===== config.mk =====
export PLATFORM = sky130hd
export DESIGN_NAME = mdsp_host_flat
export DESIGN_NICKNAME = d
export VERILOG_FILES = /design/src/rtl/mdsp_pkg.sv /design/src/rtl/mdsp_link_if.sv /design/src/rtl/mdsp_host.sv /design/src/flat_wrapper.sv
export SDC_FILE = /design/constraint.sdc
export NUM_CORES = 1
export LEC_CHECK = 0
export ABC_AREA = 1
export CAP_MARGIN = 25
export CORE_MARGIN = 2
export CORE_UTILIZATION = 34
export DETAILED_ROUTE_END_ITERATION = 10
export DONT_BUFFER_PORTS = 1
export PLACE_DENSITY_LB_ADDON = 0.08
export SYNTH_ARGS = -nofsm -noshare
export SYNTH_HDL_FRONTEND = slang
export SYNTH_SLANG_ARGS = --single-unit

===== constraint.sdc =====
create_clock -name clk_sys -period 2.7 [get_ports clk_sys]
set_input_delay 0.27 -clock clk_sys [delete_from_list [all_inputs] [get_ports clk_sys]]
set_output_delay 0.27 -clock clk_sys [all_outputs]
set_load 0.01 [all_outputs]

===== src/rtl/mdsp_pkg.sv =====
// Shared constants for the mixed discrete I/O serial port and its controller.
package mdsp_pkg;
  // ***********************************
  // Image layout
  // ***********************************
  localparam int MDSP_N_IN     = 10;
  localparam int MDSP_N_OUT    = 6;
  localparam int MDSP_IN_IMG_W = 16;
  localparam int MDSP_OUT_IMG_W = 8;
  localparam int MDSP_ID_W     = 8;
  // Module type identifier: the value is arbitrary.
  localparam logic [7:0] MDSP_MODULE_ID = 8'h5A;
  // ***********************************
  // Frame slots, one bit per clk_sys cycle
  // ***********************************
  localparam int MDSP_CNT_W = 6;
  localparam logic [5:0] MDSP_SLOT_ID_FIRST  = 6'h00;
  localparam logic [5:0] MDSP_SLOT_ID_LAST   = 6'h07;
  localparam logic [5:0] MDSP_SLOT_GAP       = 6'h08;
  localparam logic [5:0] MDSP_SLOT_OUT_FIRST = 6'h09;
  localparam logic [5:0] MDSP_SLOT_OUT_LAST  = 6'h10;
  localparam logic [5:0] MDSP_SLOT_IN_FIRST  = 6'h11;
  localparam logic [5:0] MDSP_SLOT_IN_LAST   = 6'h20;
  localparam logic [5:0] MDSP_SLOT_ONE       = 6'h01;
  // ***********************************
  // Controller register map
  // ***********************************
  localparam logic [7:0] MDSP_REG_CTRL     = 8'h00;
  localparam logic [7:0] MDSP_REG_OUT_IMG  = 8'h04;
  localparam logic [7:0] MDSP_REG_IN_IMG   = 8'h08;
  localparam logic [7:0] MDSP_REG_STATUS   = 8'h0C;
  localparam logic [7:0] MDSP_REG_IRQ_STAT = 8'h10;
  localparam logic [7:0] MDSP_REG_IRQ_MASK = 8'h14;
  localparam int MDSP_CTRL_START = 0;
  localparam int MDSP_IRQ_W      = 4;
  localparam int MDSP_IRQ_DONE   = 0;
  localparam int MDSP_IRQ_ID_ERR = 1;
  localparam int MDSP_IRQ_ECHO   = 2;
  localparam int MDSP_IRQ_FAULT  = 3;
endpackage : mdsp_pkg


===== src/rtl/mdsp_link_if.sv =====
// Serial link between the controller and the discrete I/O module.
`timescale 1ns/1ps
`default_nettype none
interface mdsp_link_if;
  logic frame;
  logic host_to_dev;
  logic dev_to_host;
  logic dev_fault;
  modport dev (
    input  frame,
    input  host_to_dev,
    output dev_to_host,
    output dev_fault
  );
  modport host (
    output frame,
    output host_to_dev,
    input  dev_to_host,
    input  dev_fault
  );
endinterface : mdsp_link_if
`default_nettype wire


===== src/rtl/mdsp_host.sv =====
// Controller end of the mixed discrete I/O serial port, with an APB slave.
//
// The implementer's own choices: the address map and the APB interface to the registers.
`timescale 1ns/1ps
`default_nettype none
module mdsp_host
  import mdsp_pkg::*;
#(
  parameter logic [7:0] EXP_ID = MDSP_MODULE_ID
) (
  input  wire logic        clk_sys,
  input  wire logic        rst,
  input  wire logic [7:0]  paddr,
  input  wire logic        psel,
  input  wire logic        penable,
  input  wire logic        pwrite,
  input  wire logic [31:0] pwdata,
  output logic      [31:0] prdata,
  output logic             pready,
  output logic             pslverr,
  output logic             irq,
  mdsp_link_if.host        link
);

  typedef enum logic [1:0] {
    MDSP_ST_IDLE  = 2'b00,
    MDSP_ST_RUN   = 2'b01,
    MDSP_ST_DRAIN = 2'b10
  } mdsp_state_e;

  // ***********************************
  // Register bus
  // ***********************************
  mdsp_state_e           state;
  logic [MDSP_N_OUT-1:0] out_img;
  logic [MDSP_N_IN-1:0]  in_img;
  logic [MDSP_IRQ_W-1:0] irq_stat;
  logic [MDSP_IRQ_W-1:0] irq_mask;
  logic [MDSP_IRQ_W-1:0] irq_set;
  logic [MDSP_IRQ_W-1:0] irq_w1c;
  logic [MDSP_IRQ_W-1:0] next_irq_stat;
  logic                  setup_acc;
  logic                  wr_take;
  logic                  mapped;
  logic [31:0]           rd_mux;
  logic                  start;

  assign setup_acc = psel && penable && !pready;
  assign wr_take   = psel && penable && pready && pwrite;
  assign mapped    = paddr inside {MDSP_REG_CTRL, MDSP_REG_OUT_IMG, MDSP_REG_IN_IMG,
                                   MDSP_REG_STATUS, MDSP_REG_IRQ_STAT, MDSP_REG_IRQ_MASK};
  assign start     = wr_take && (paddr == MDSP_REG_CTRL) && pwdata[MDSP_CTRL_START]
                     && (state == MDSP_ST_IDLE);
  assign irq_w1c   = (wr_take && paddr == MDSP_REG_IRQ_STAT) ? pwdata[MDSP_IRQ_W-1:0] : '0;
  assign next_irq_stat = (irq_stat & ~irq_w1c) | irq_set;

  always_comb begin
    rd_mux = '0;
    case (paddr)
      MDSP_REG_OUT_IMG:  rd_mux[MDSP_N_OUT-1:0] = out_img;
      MDSP_REG_IN_IMG:   rd_mux[MDSP_N_IN-1:0]  = in_img;
      MDSP_REG_STATUS:   rd_mux[1:0] = {link.dev_fault, state != MDSP_ST_IDLE};
      MDSP_REG_IRQ_STAT: rd_mux[MDSP_IRQ_W-1:0] = irq_stat;
      MDSP_REG_IRQ_MASK: rd_mux[MDSP_IRQ_W-1:0] = irq_mask;
      default:           rd_mux = '0;
    endcase
  end

  // One wait state keeps every bus output on a flip-flop.
  always_ff @(posedge clk_sys or posedge rst) begin
    if (rst) begin
      pready  <= 1'b0;
      pslverr <= 1'b0;
      prdata  <= '0;
    end else begin
      pready  <= setup_acc;
      pslverr <= setup_acc && !mapped;
      prdata  <= (setup_acc && !pwrite) ? rd_mux : '0;
    end
  end

  always_ff @(posedge clk_sys or posedge rst) begin
    if (rst) begin
      out_img  <= '0;
      irq_mask <= '0;
      irq_stat <= '0;
      irq      <= 1'b0;
    end else begin
      if (wr_take && paddr == MDSP_REG_OUT_IMG) begin
        out_img <= pwdata[MDSP_N_OUT-1:0];
      end
      if (wr_take && paddr == MDSP_REG_IRQ_MASK) begin
        irq_mask <= pwdata[MDSP_IRQ_W-1:0];
      end
      irq_stat <= next_irq_stat;
      irq      <= |(next_irq_stat & irq_mask);
    end
  end

  // ***********************************
  // Link sequencer
  // ***********************************
  logic [MDSP_CNT_W-1:0]     tx_slot;
  logic [MDSP_CNT_W-1:0]     nx_slot;
  logic [MDSP_CNT_W-1:0]     rx_slot;
  logic                      rx_valid;
  logic [MDSP_ID_W-1:0]      id_sh;
  logic [MDSP_ID_W-1:0]      next_id;
  logic [MDSP_IN_IMG_W-1:0]  in_sh;
  logic [MDSP_IN_IMG_W-1:0]  next_in;
  logic [MDSP_OUT_IMG_W-1:0] out_byte;
  logic [MDSP_CNT_W-1:0]     tx_off;
  logic [MDSP_CNT_W-1:0]     rx_off;
  logic                      rx_id_done;
  logic                      id_bad;
  logic                      rx_is_out;
  logic                      rx_is_in;
  logic                      echo_bad;
  logic                      fault_q;

  assign out_byte   = {{(MDSP_OUT_IMG_W-MDSP_N_OUT){1'b0}}, out_img};
  assign nx_slot    = tx_slot + MDSP_SLOT_ONE;
  assign tx_off     = nx_slot - MDSP_SLOT_OUT_FIRST;
  assign rx_off     = rx_slot - MDSP_SLOT_OUT_FIRST;
  assign next_id    = {link.dev_to_host, id_sh[MDSP_ID_W-1:1]};
  assign next_in    = {link.dev_to_host, in_sh[MDSP_IN_IMG_W-1:1]};
  assign rx_id_done = rx_valid && rx_slot == MDSP_SLOT_ID_LAST;
  assign id_bad     = rx_id_done && next_id != EXP_ID;
  assign rx_is_out  = rx_valid && rx_slot >= MDSP_SLOT_OUT_FIRST
                      && rx_slot <= MDSP_SLOT_OUT_LAST;
  assign rx_is_in   = rx_valid && rx_slot >= MDSP_SLOT_IN_FIRST;
  assign irq_set[MDSP_IRQ_DONE]   = state == MDSP_ST_DRAIN;
  assign irq_set[MDSP_IRQ_ID_ERR] = id_bad;
  assign irq_set[MDSP_IRQ_ECHO]   = state == MDSP_ST_DRAIN && echo_bad;
  assign irq_set[MDSP_IRQ_FAULT]  = link.dev_fault && !fault_q;

  always_ff @(posedge clk_sys or posedge rst) begin
    if (rst) begin
      state            <= MDSP_ST_IDLE;
      tx_slot          <= '0;
      rx_slot          <= '0;
      rx_valid         <= 1'b0;
      link.frame       <= 1'b0;
      link.host_to_dev <= 1'b0;
      id_sh            <= '0;
      in_sh            <= '0;
      in_img           <= '0;
      echo_bad         <= 1'b0;
      fault_q          <= 1'b0;
    end else begin
      fault_q  <= link.dev_fault;
      rx_slot  <= tx_slot;
      rx_valid <= link.frame;
      if (rx_valid && rx_slot <= MDSP_SLOT_ID_LAST) begin
        id_sh <= next_id;
      end
      if (rx_is_in) begin
        in_sh <= next_in;
      end
      if (rx_is_out && link.dev_to_host != out_byte[rx_off[2:0]]) begin
        echo_bad <= 1'b1;
      end
      case (state)
        MDSP_ST_IDLE: begin
          if (start) begin
            state      <= MDSP_ST_RUN;
            tx_slot    <= '0;
            link.frame <= 1'b1;
            echo_bad   <= 1'b0;
          end
        end
        MDSP_ST_RUN: begin
          tx_slot          <= nx_slot;
          link.host_to_dev <= (nx_slot >= MDSP_SLOT_OUT_FIRST && nx_slot <= MDSP_SLOT_OUT_LAST)
                              ? out_byte[tx_off[2:0]] : 1'b0;
          if (id_bad) begin
            state            <= MDSP_ST_IDLE;
            link.frame       <= 1'b0;
            link.host_to_dev <= 1'b0;
          end else if (tx_slot == MDSP_SLOT_IN_LAST) begin
            state            <= MDSP_ST_DRAIN;
            link.frame       <= 1'b0;
            link.host_to_dev <= 1'b0;
          end
        end
        MDSP_ST_DRAIN: begin
          state  <= MDSP_ST_IDLE;
          in_img <= next_in[MDSP_N_IN-1:0];
        end
        default: begin
          state      <= MDSP_ST_IDLE;
          link.frame <= 1'b0;
        end
      endcase
    end
  end

endmodule : mdsp_host
`default_nettype wire


===== src/flat_wrapper.sv =====
// flat-port wrapper written by rule: the top's interface ports become plain ports
module mdsp_host_flat import mdsp_pkg::*;
#(
  parameter logic [7:0] EXP_ID = MDSP_MODULE_ID
)
  (clk_sys, rst, paddr, psel, penable, pwrite, pwdata, prdata, pready, pslverr, irq, link_frame, link_host_to_dev, link_dev_to_host, link_dev_fault);
  mdsp_link_if link_i ();
  input  wire logic clk_sys;
  input  wire logic rst;
  input  wire logic [7:0] paddr;
  input  wire logic psel;
  input  wire logic penable;
  input  wire logic pwrite;
  input  wire logic [31:0] pwdata;
  output logic      [31:0] prdata;
  output logic pready;
  output logic pslverr;
  output logic irq;
  output wire logic [$bits(link_i.frame)-1:0] link_frame;
  output wire logic [$bits(link_i.host_to_dev)-1:0] link_host_to_dev;
  input wire logic [$bits(link_i.dev_to_host)-1:0] link_dev_to_host;
  input wire logic [$bits(link_i.dev_fault)-1:0] link_dev_fault;
  assign link_frame = link_i.frame;
  assign link_host_to_dev = link_i.host_to_dev;
  assign link_i.dev_to_host = link_dev_to_host;
  assign link_i.dev_fault = link_dev_fault;
  mdsp_host #(.EXP_ID(EXP_ID)) u_core (.clk_sys(clk_sys), .rst(rst), .paddr(paddr), .psel(psel), .penable(penable), .pwrite(pwrite), .pwdata(pwdata), .prdata(prdata), .pready(pready), .pslverr(pslverr), .irq(irq), .link(link_i));
endmodule

* After elaboration in Yosys (flattened, before gate mapping)
Index checks and enable logic that the tools add are counted.
Widths: inputs -> output; s select.
** Operators by class
- Add/sub/neg operators :: 3
- Order comparisons :: 8
- Equality and inequality tests :: 13
- Muxes and demuxes :: 26
- Bitwise logic cells :: 5
- Reduce and logical (&&, ||, !) cells :: 35
** Operator list (count)
- $logic_and 1x1->1 :: 22
- $eq 8x4->1 const B :: 2
- $eq 8x5->1 const B :: 2
- $ge 6x4->1 const B :: 2
- $le 6x5->1 const B :: 2
- $pmux 6 s2 :: 1
- $mux 1 :: 11
- $mux 10 :: 1
- $pmux 2 s5 :: 1
- $and 4x4->4 :: 2
- $eq 8x3->1 const B :: 1
- $logic_not 8->1 :: 1
- $lt 3x4->1 const B :: 2
- $mux 4 :: 2
- $ne 8x7->1 const B :: 1
- $pmux 2 s2 :: 2
- $pmux 2 s4 :: 1
- $add 6x1->6 const B :: 1
- $bmux 1 s3 :: 2
- $eq 6x3->1 const B :: 1
- $eq 6x6->1 const B :: 1
- $ge 6x5->1 const B :: 1
- $le 6x3->1 const B :: 1
- $mux 2 :: 3
- 18 further kinds :: 24
** Storage, ports and cells
- Flip-flop bits (word level) :: 102
- Bits of input ports :: 47
- Output and inout bits :: 37
- Word-level logic and storage cells :: 108

* Depth between registers and ports, before layout
- Depth after elaboration :: 10
- Mapped depth :: 11
- Mapped depth without buffers :: 11

* Worst setup path after synthesis
Ideal clock, no wire load.
- Kind :: register to register
- Start :: register u_core.tx_slot[0]
- End :: register u_core.link.host_to_dev
- Library setup time :: 0.118 ns
- Data arrival time :: 1.443 ns
- Required time :: 2.582 ns
- Setup slack :: 1.139 ns
- Cell stages (with the launch flop) :: 10
- Buffers on the path :: 1
- Clock period less this slack :: 1.561 ns
- Cells stage by stage :: dfrtp_1 buf_2 inv_1 ha_1 nor3_1 nor2_1 a21oi_1 nor2_1 nand3b_1 nand2_1
** Between the ends
- Longest elaborated chain between the ends :: 7
- Elaborated cells on any way between the ends :: 11
- Those cells by class :: add/sub (2); order compare (2); eq/ne (1); mux (5); reduce/logical (1)
** RTL lines
- from (decl) :: RTL line mdsp_host.sv:103 : logic [MDSP_CNT_W-1:0] tx_slot;
- from (signal assigned) :: RTL line mdsp_host.sv:173 : tx_slot <= nx_slot;
- $add 6x1->6 :: RTL line mdsp_host.sv:122 : assign nx_slot = tx_slot + MDSP_SLOT_ONE;
- $sub 3x1->3 :: RTL line mdsp_host.sv:123 : assign tx_off = nx_slot - MDSP_SLOT_OUT_FIRST;
- $bmux 1 s3 :: RTL line mdsp_host.sv:175 : ? out_byte[tx_off[2:0]] : 1'b0;
- $mux 1 (not written as such) :: RTL line mdsp_host.sv:175
- $mux 1 :: RTL line mdsp_host.sv:175
- $mux 1 * :: RTL line mdsp_host.sv:180 : end else if (tx_slot == MDSP_SLOT_IN_LAST) begin
- $mux 1 * :: RTL line mdsp_host.sv:176 : if (id_bad) begin
- to (signal assigned) :: RTL line mdsp_host.sv:174 : link.host_to_dev <= (nx_slot >= MDSP_SLOT_OUT_FIRST && nx_slot <= MDSP_SLOT_OUT_LAST)
- to (decl) :: RTL line mdsp_link_if.sv:17 : output host_to_dev,
Mark *: on every way between the ends. The rest lies on a longest branch, timed or not. The select of a mux whose other input is x is not followed.
A chain may end at the register's enable or synchronous reset.

* Final worst setup path
Same ends and word-level chain as after synthesis.

==> results.cfg <==
[final_layout]
fin_area_um2 = 4060
drive_above_1_share = 0.0875
area_delta_synth_final_pct = 7.37
fin_cells = 597
diodes = 0
final_nets = 506

[clocking]
ctsHtreeMaxLevel = 3
clk_path_buf_depth = 2
clock_sinks = 78
clk_latency_ns = 0.37
cts_root_buffer = clkbuf_8
cts_tree = done
clk_transition_reported_paths_ns = 0.09
cts_buffers = 9
cts_resized = 0

[timing]
slew_headroom = 0.547
final-hold-violation-count = 0
setup_tns_ns = 0
finClkSkew_ns = 0.0128
fmax_mhz = 534
period_needed_ns = 1.87
fin_crit_sh = 0.694
finalMaxSlewViolations = 0
setup_ws_ns = 0.826
setup_viol = 0
tightest_slew_ns = 0.679
rsz0062_at_grt = false

[synth]
synth_area_per_cell_um2 = 8.49
ys_seq_area_frac = 0.516
synth_warnings = 0
synth_cells = 446
synth_edf_count = 0
synthArstFlopShare = 1.00
synth.distinct_cells = 38
synth-seq-cells = 78
synth_flop_cell = dfrtp_1
synth_area_um2 = 3780

[detailed_routing]
via_count = 2715
first_pass_iters = 4
wire_per_inst_um = 13.7
drc = 0
wirelength_um = 8180
ant_nets = 0
drtIter0Drc = 99
via_per_inst = 4.55

[die]
rows = 38
dieWidth_um = 110
die_y_um = 110
initial_utilization = 0.349
io-pin-count = 84
die-area_um2 = 12000
core_area_um2 = 10800

[power]
ir_drop_mv = 0.209
pwr_density_cell_nw_per_um2 = 565
power_leakage_uw = 0.00200

[place]
portBuffers = 0
place_area_um2 = 3840
dp_slack_ns = 0.836
dp_hpwl_um = 5880
dpl.cell_count = 579
gp_congestion = 0.820

[global_routing]
grt_start_max_net_pins = 43
grt_use_total = 0.152
grt-ovfl-total = 0
grt_antenna_before_repair = 0
grt_pass1_vias = 2618
grt_pass1_wl_um = 13500

[critical_path]
ff2ff_setup_slack_ns = 0.83
crit_type = reg2reg
rr_startpoint = u_core.tx_slot[0]
rr_endpoint = u_core.link.host_to_dev
start_kind = flip-flop
cp-end-kind = flip-flop
r2r_cells = 9
cp.arrival_ns = 2.13
critPathMaxFanout = 12
crit_required_ns = 2.95

[worst_hold_path]
hp-class = in2reg
hold_start = pwdata[1]
whs_path_depth = 2
min_to = u_core.out_img[1]

[status]
status = finished, final reports clean

[flow_run]
cap_violations = 0
## through the flow
step / utilization / power, uW / hold slack (ns)
after detailed placement: 0.355 / 1410 / 0.286
after floorplan: - / 1390 / 0.301
after global routing: 0.375 / 2430 / 0.0324
final: 0.375 / 2300 / 0.0535
after CTS: 0.375 / 2340 / 0.0378
after global placement: 0.355 / 1400 / 0.280
## kinds of logic (layout without fill, tap and decap cells)
group | after synthesis | count (layout) | synth area share
other | 1 | 22 | 0.000991
buffers and inverters | 80 | 70 | 0.109
AND/OR/NAND/NOR | 221 | 221 | 0.256
AO/OA/AOI/OAI | 55 | 55 | 0.0856
XOR/XNOR | 3 | 3 | 0.00694
multiplexers | 1 | 1 | 0.00297
adder cells (fa/ha/maj) | 7 | 7 | 0.0231
flip-flops | 78 | 78 | 0.516
## sequential cells by signal, summed over array words and instances (netlist names)
register                 cells
u_core.pslverr               1
u_core.in_sh                15
u_core.link.host_to_dev      1
u_core.prdata               10
u_core.fault_q               1
u_core.irq                   1
u_core.echo_bad              1
u_core.out_img               6
u_core.pready                1
u_core.state                 2
u_core.rx_slot               6
u_core.irq_stat              4
u_core.id_sh                 7
u_core.tx_slot               6
u_core.rx_valid              1
u_core.irq_mask              4
u_core.link.frame            1
u_core.in_img               10
## timing repair
item                                    in CTS  in global routing
hold buffers                                 2                  0
setup buffers                                0                  0
endpoints found under the setup margin       0                  0
endpoints found under the hold margin       37                  0
## layer usage
metal	GRT usage	vias to the layer above	wire, um
li1	-	1375	-
met1	0.205	1264	4030
met2	0.224	61	3550
met3	0.0468	15	416
met4	0.0660	0	188
met5	0	-	0
## layout make-up
cell class                 instances  area (um2)
multi-input combinational        309        1500
inverter                          50         189
clock inverter                     4        55.1
timing repair buffer               4        47.5
sequential                        78        1950
clock buffer                      12         145
fill                            1144        6780
tap                              140         175
## worst max-delay path by stage
stage / from / endpoint / slack (ns) / cells past startpoint
after global placement: u_core.tx_slot[0] / u_core.link.host_to_dev / 0.90 / 8
after floorplan: rst / u_core.echo_bad / 0.43 / 1
after CTS: u_core.tx_slot[0] / u_core.link.host_to_dev / 0.82 / 9
after detailed placement: u_core.tx_slot[0] / u_core.link.host_to_dev / 0.84 / 9
after global routing: u_core.tx_slot[0] / u_core.link.host_to_dev / 0.66 / 8
final: u_core.tx_slot[0] / u_core.link.host_to_dev / 0.83 / 9
## where the power goes
group | total (uW) | leakage (uW) | internal (uW) | switching, uW
combinational | 163 | 0.000908 | 49.5 | 114
clock | 914 | 0.0000972 | 458 | 456
sequential | 1220 | 0.000995 | 1190 | 27.7
## placed cells by master (no fill, tap or decap), types with 2 or more instances in the layout
| cell | synthesis | layout |
|---|---|---|
| nand2_1 | 122 | 122 |
| dfrtp_1 | 78 | 78 |
| inv_1 | 48 | 47 |
| nor2_1 | 40 | 40 |
| nand3_1 | 31 | 31 |
| o21ai_0 | 22 | 22 |
| conb_1 | 1 | 22 |
| a21oi_1 | 11 | 11 |
| o21ai_1 | 10 | 10 |
| clkbuf_8 | 0 | 10 |
| nor3_1 | 8 | 8 |
| ha_1 | 7 | 7 |
| o21ai_2 | 4 | 4 |
| nor2_2 | 3 | 3 |
| nor2_4 | 3 | 3 |
| nand2_2 | 3 | 3 |
| xor2_1 | 3 | 3 |
| nand3b_1 | 3 | 3 |
| nand4_1 | 2 | 2 |
| inv_2 | 2 | 2 |
| clkbuf_1 | 2 | 2 |
| dlygate4sd3_1 | 0 | 2 |
## critical path, cell delays in order (launching register included)
cell and delay, ns:
dfrtp_1 0.57, inv_1 0.13, ha_1 0.42, nand2_1 0.10, nor2_1 0.12, nor2_1 0.06, a21oi_1 0.14, nor2_1 0.06
nand3b_1 0.11, nand2_1 0.06
## cells in the mapped netlist, types with 2 or more instances
library cell | number | area (um2)
xor2_1 | 3 | 26.3
buf_4 | 23 | 173
nor2_1 | 40 | 150
dfrtp_1 | 78 | 1950
a21oi_1 | 11 | 55.1
inv_1 | 48 | 180
o21ai_2 | 4 | 35.0
ha_1 | 7 | 87.6
nor2_2 | 3 | 18.8
nor3_1 | 8 | 40.0
nand3b_1 | 3 | 22.5
o21ai_1 | 10 | 50.1
nand4_1 | 2 | 12.5
nand2_2 | 3 | 18.8
inv_2 | 2 | 7.51
nor2_4 | 3 | 33.8
o21ai_0 | 22 | 110
nand3_1 | 31 | 155
clkbuf_1 | 2 | 7.51
buf_2 | 2 | 10.0
nand2_1 | 122 | 458
buf_6 | 3 | 33.8
Note: power is estimated with default switching activity, not from simulation.
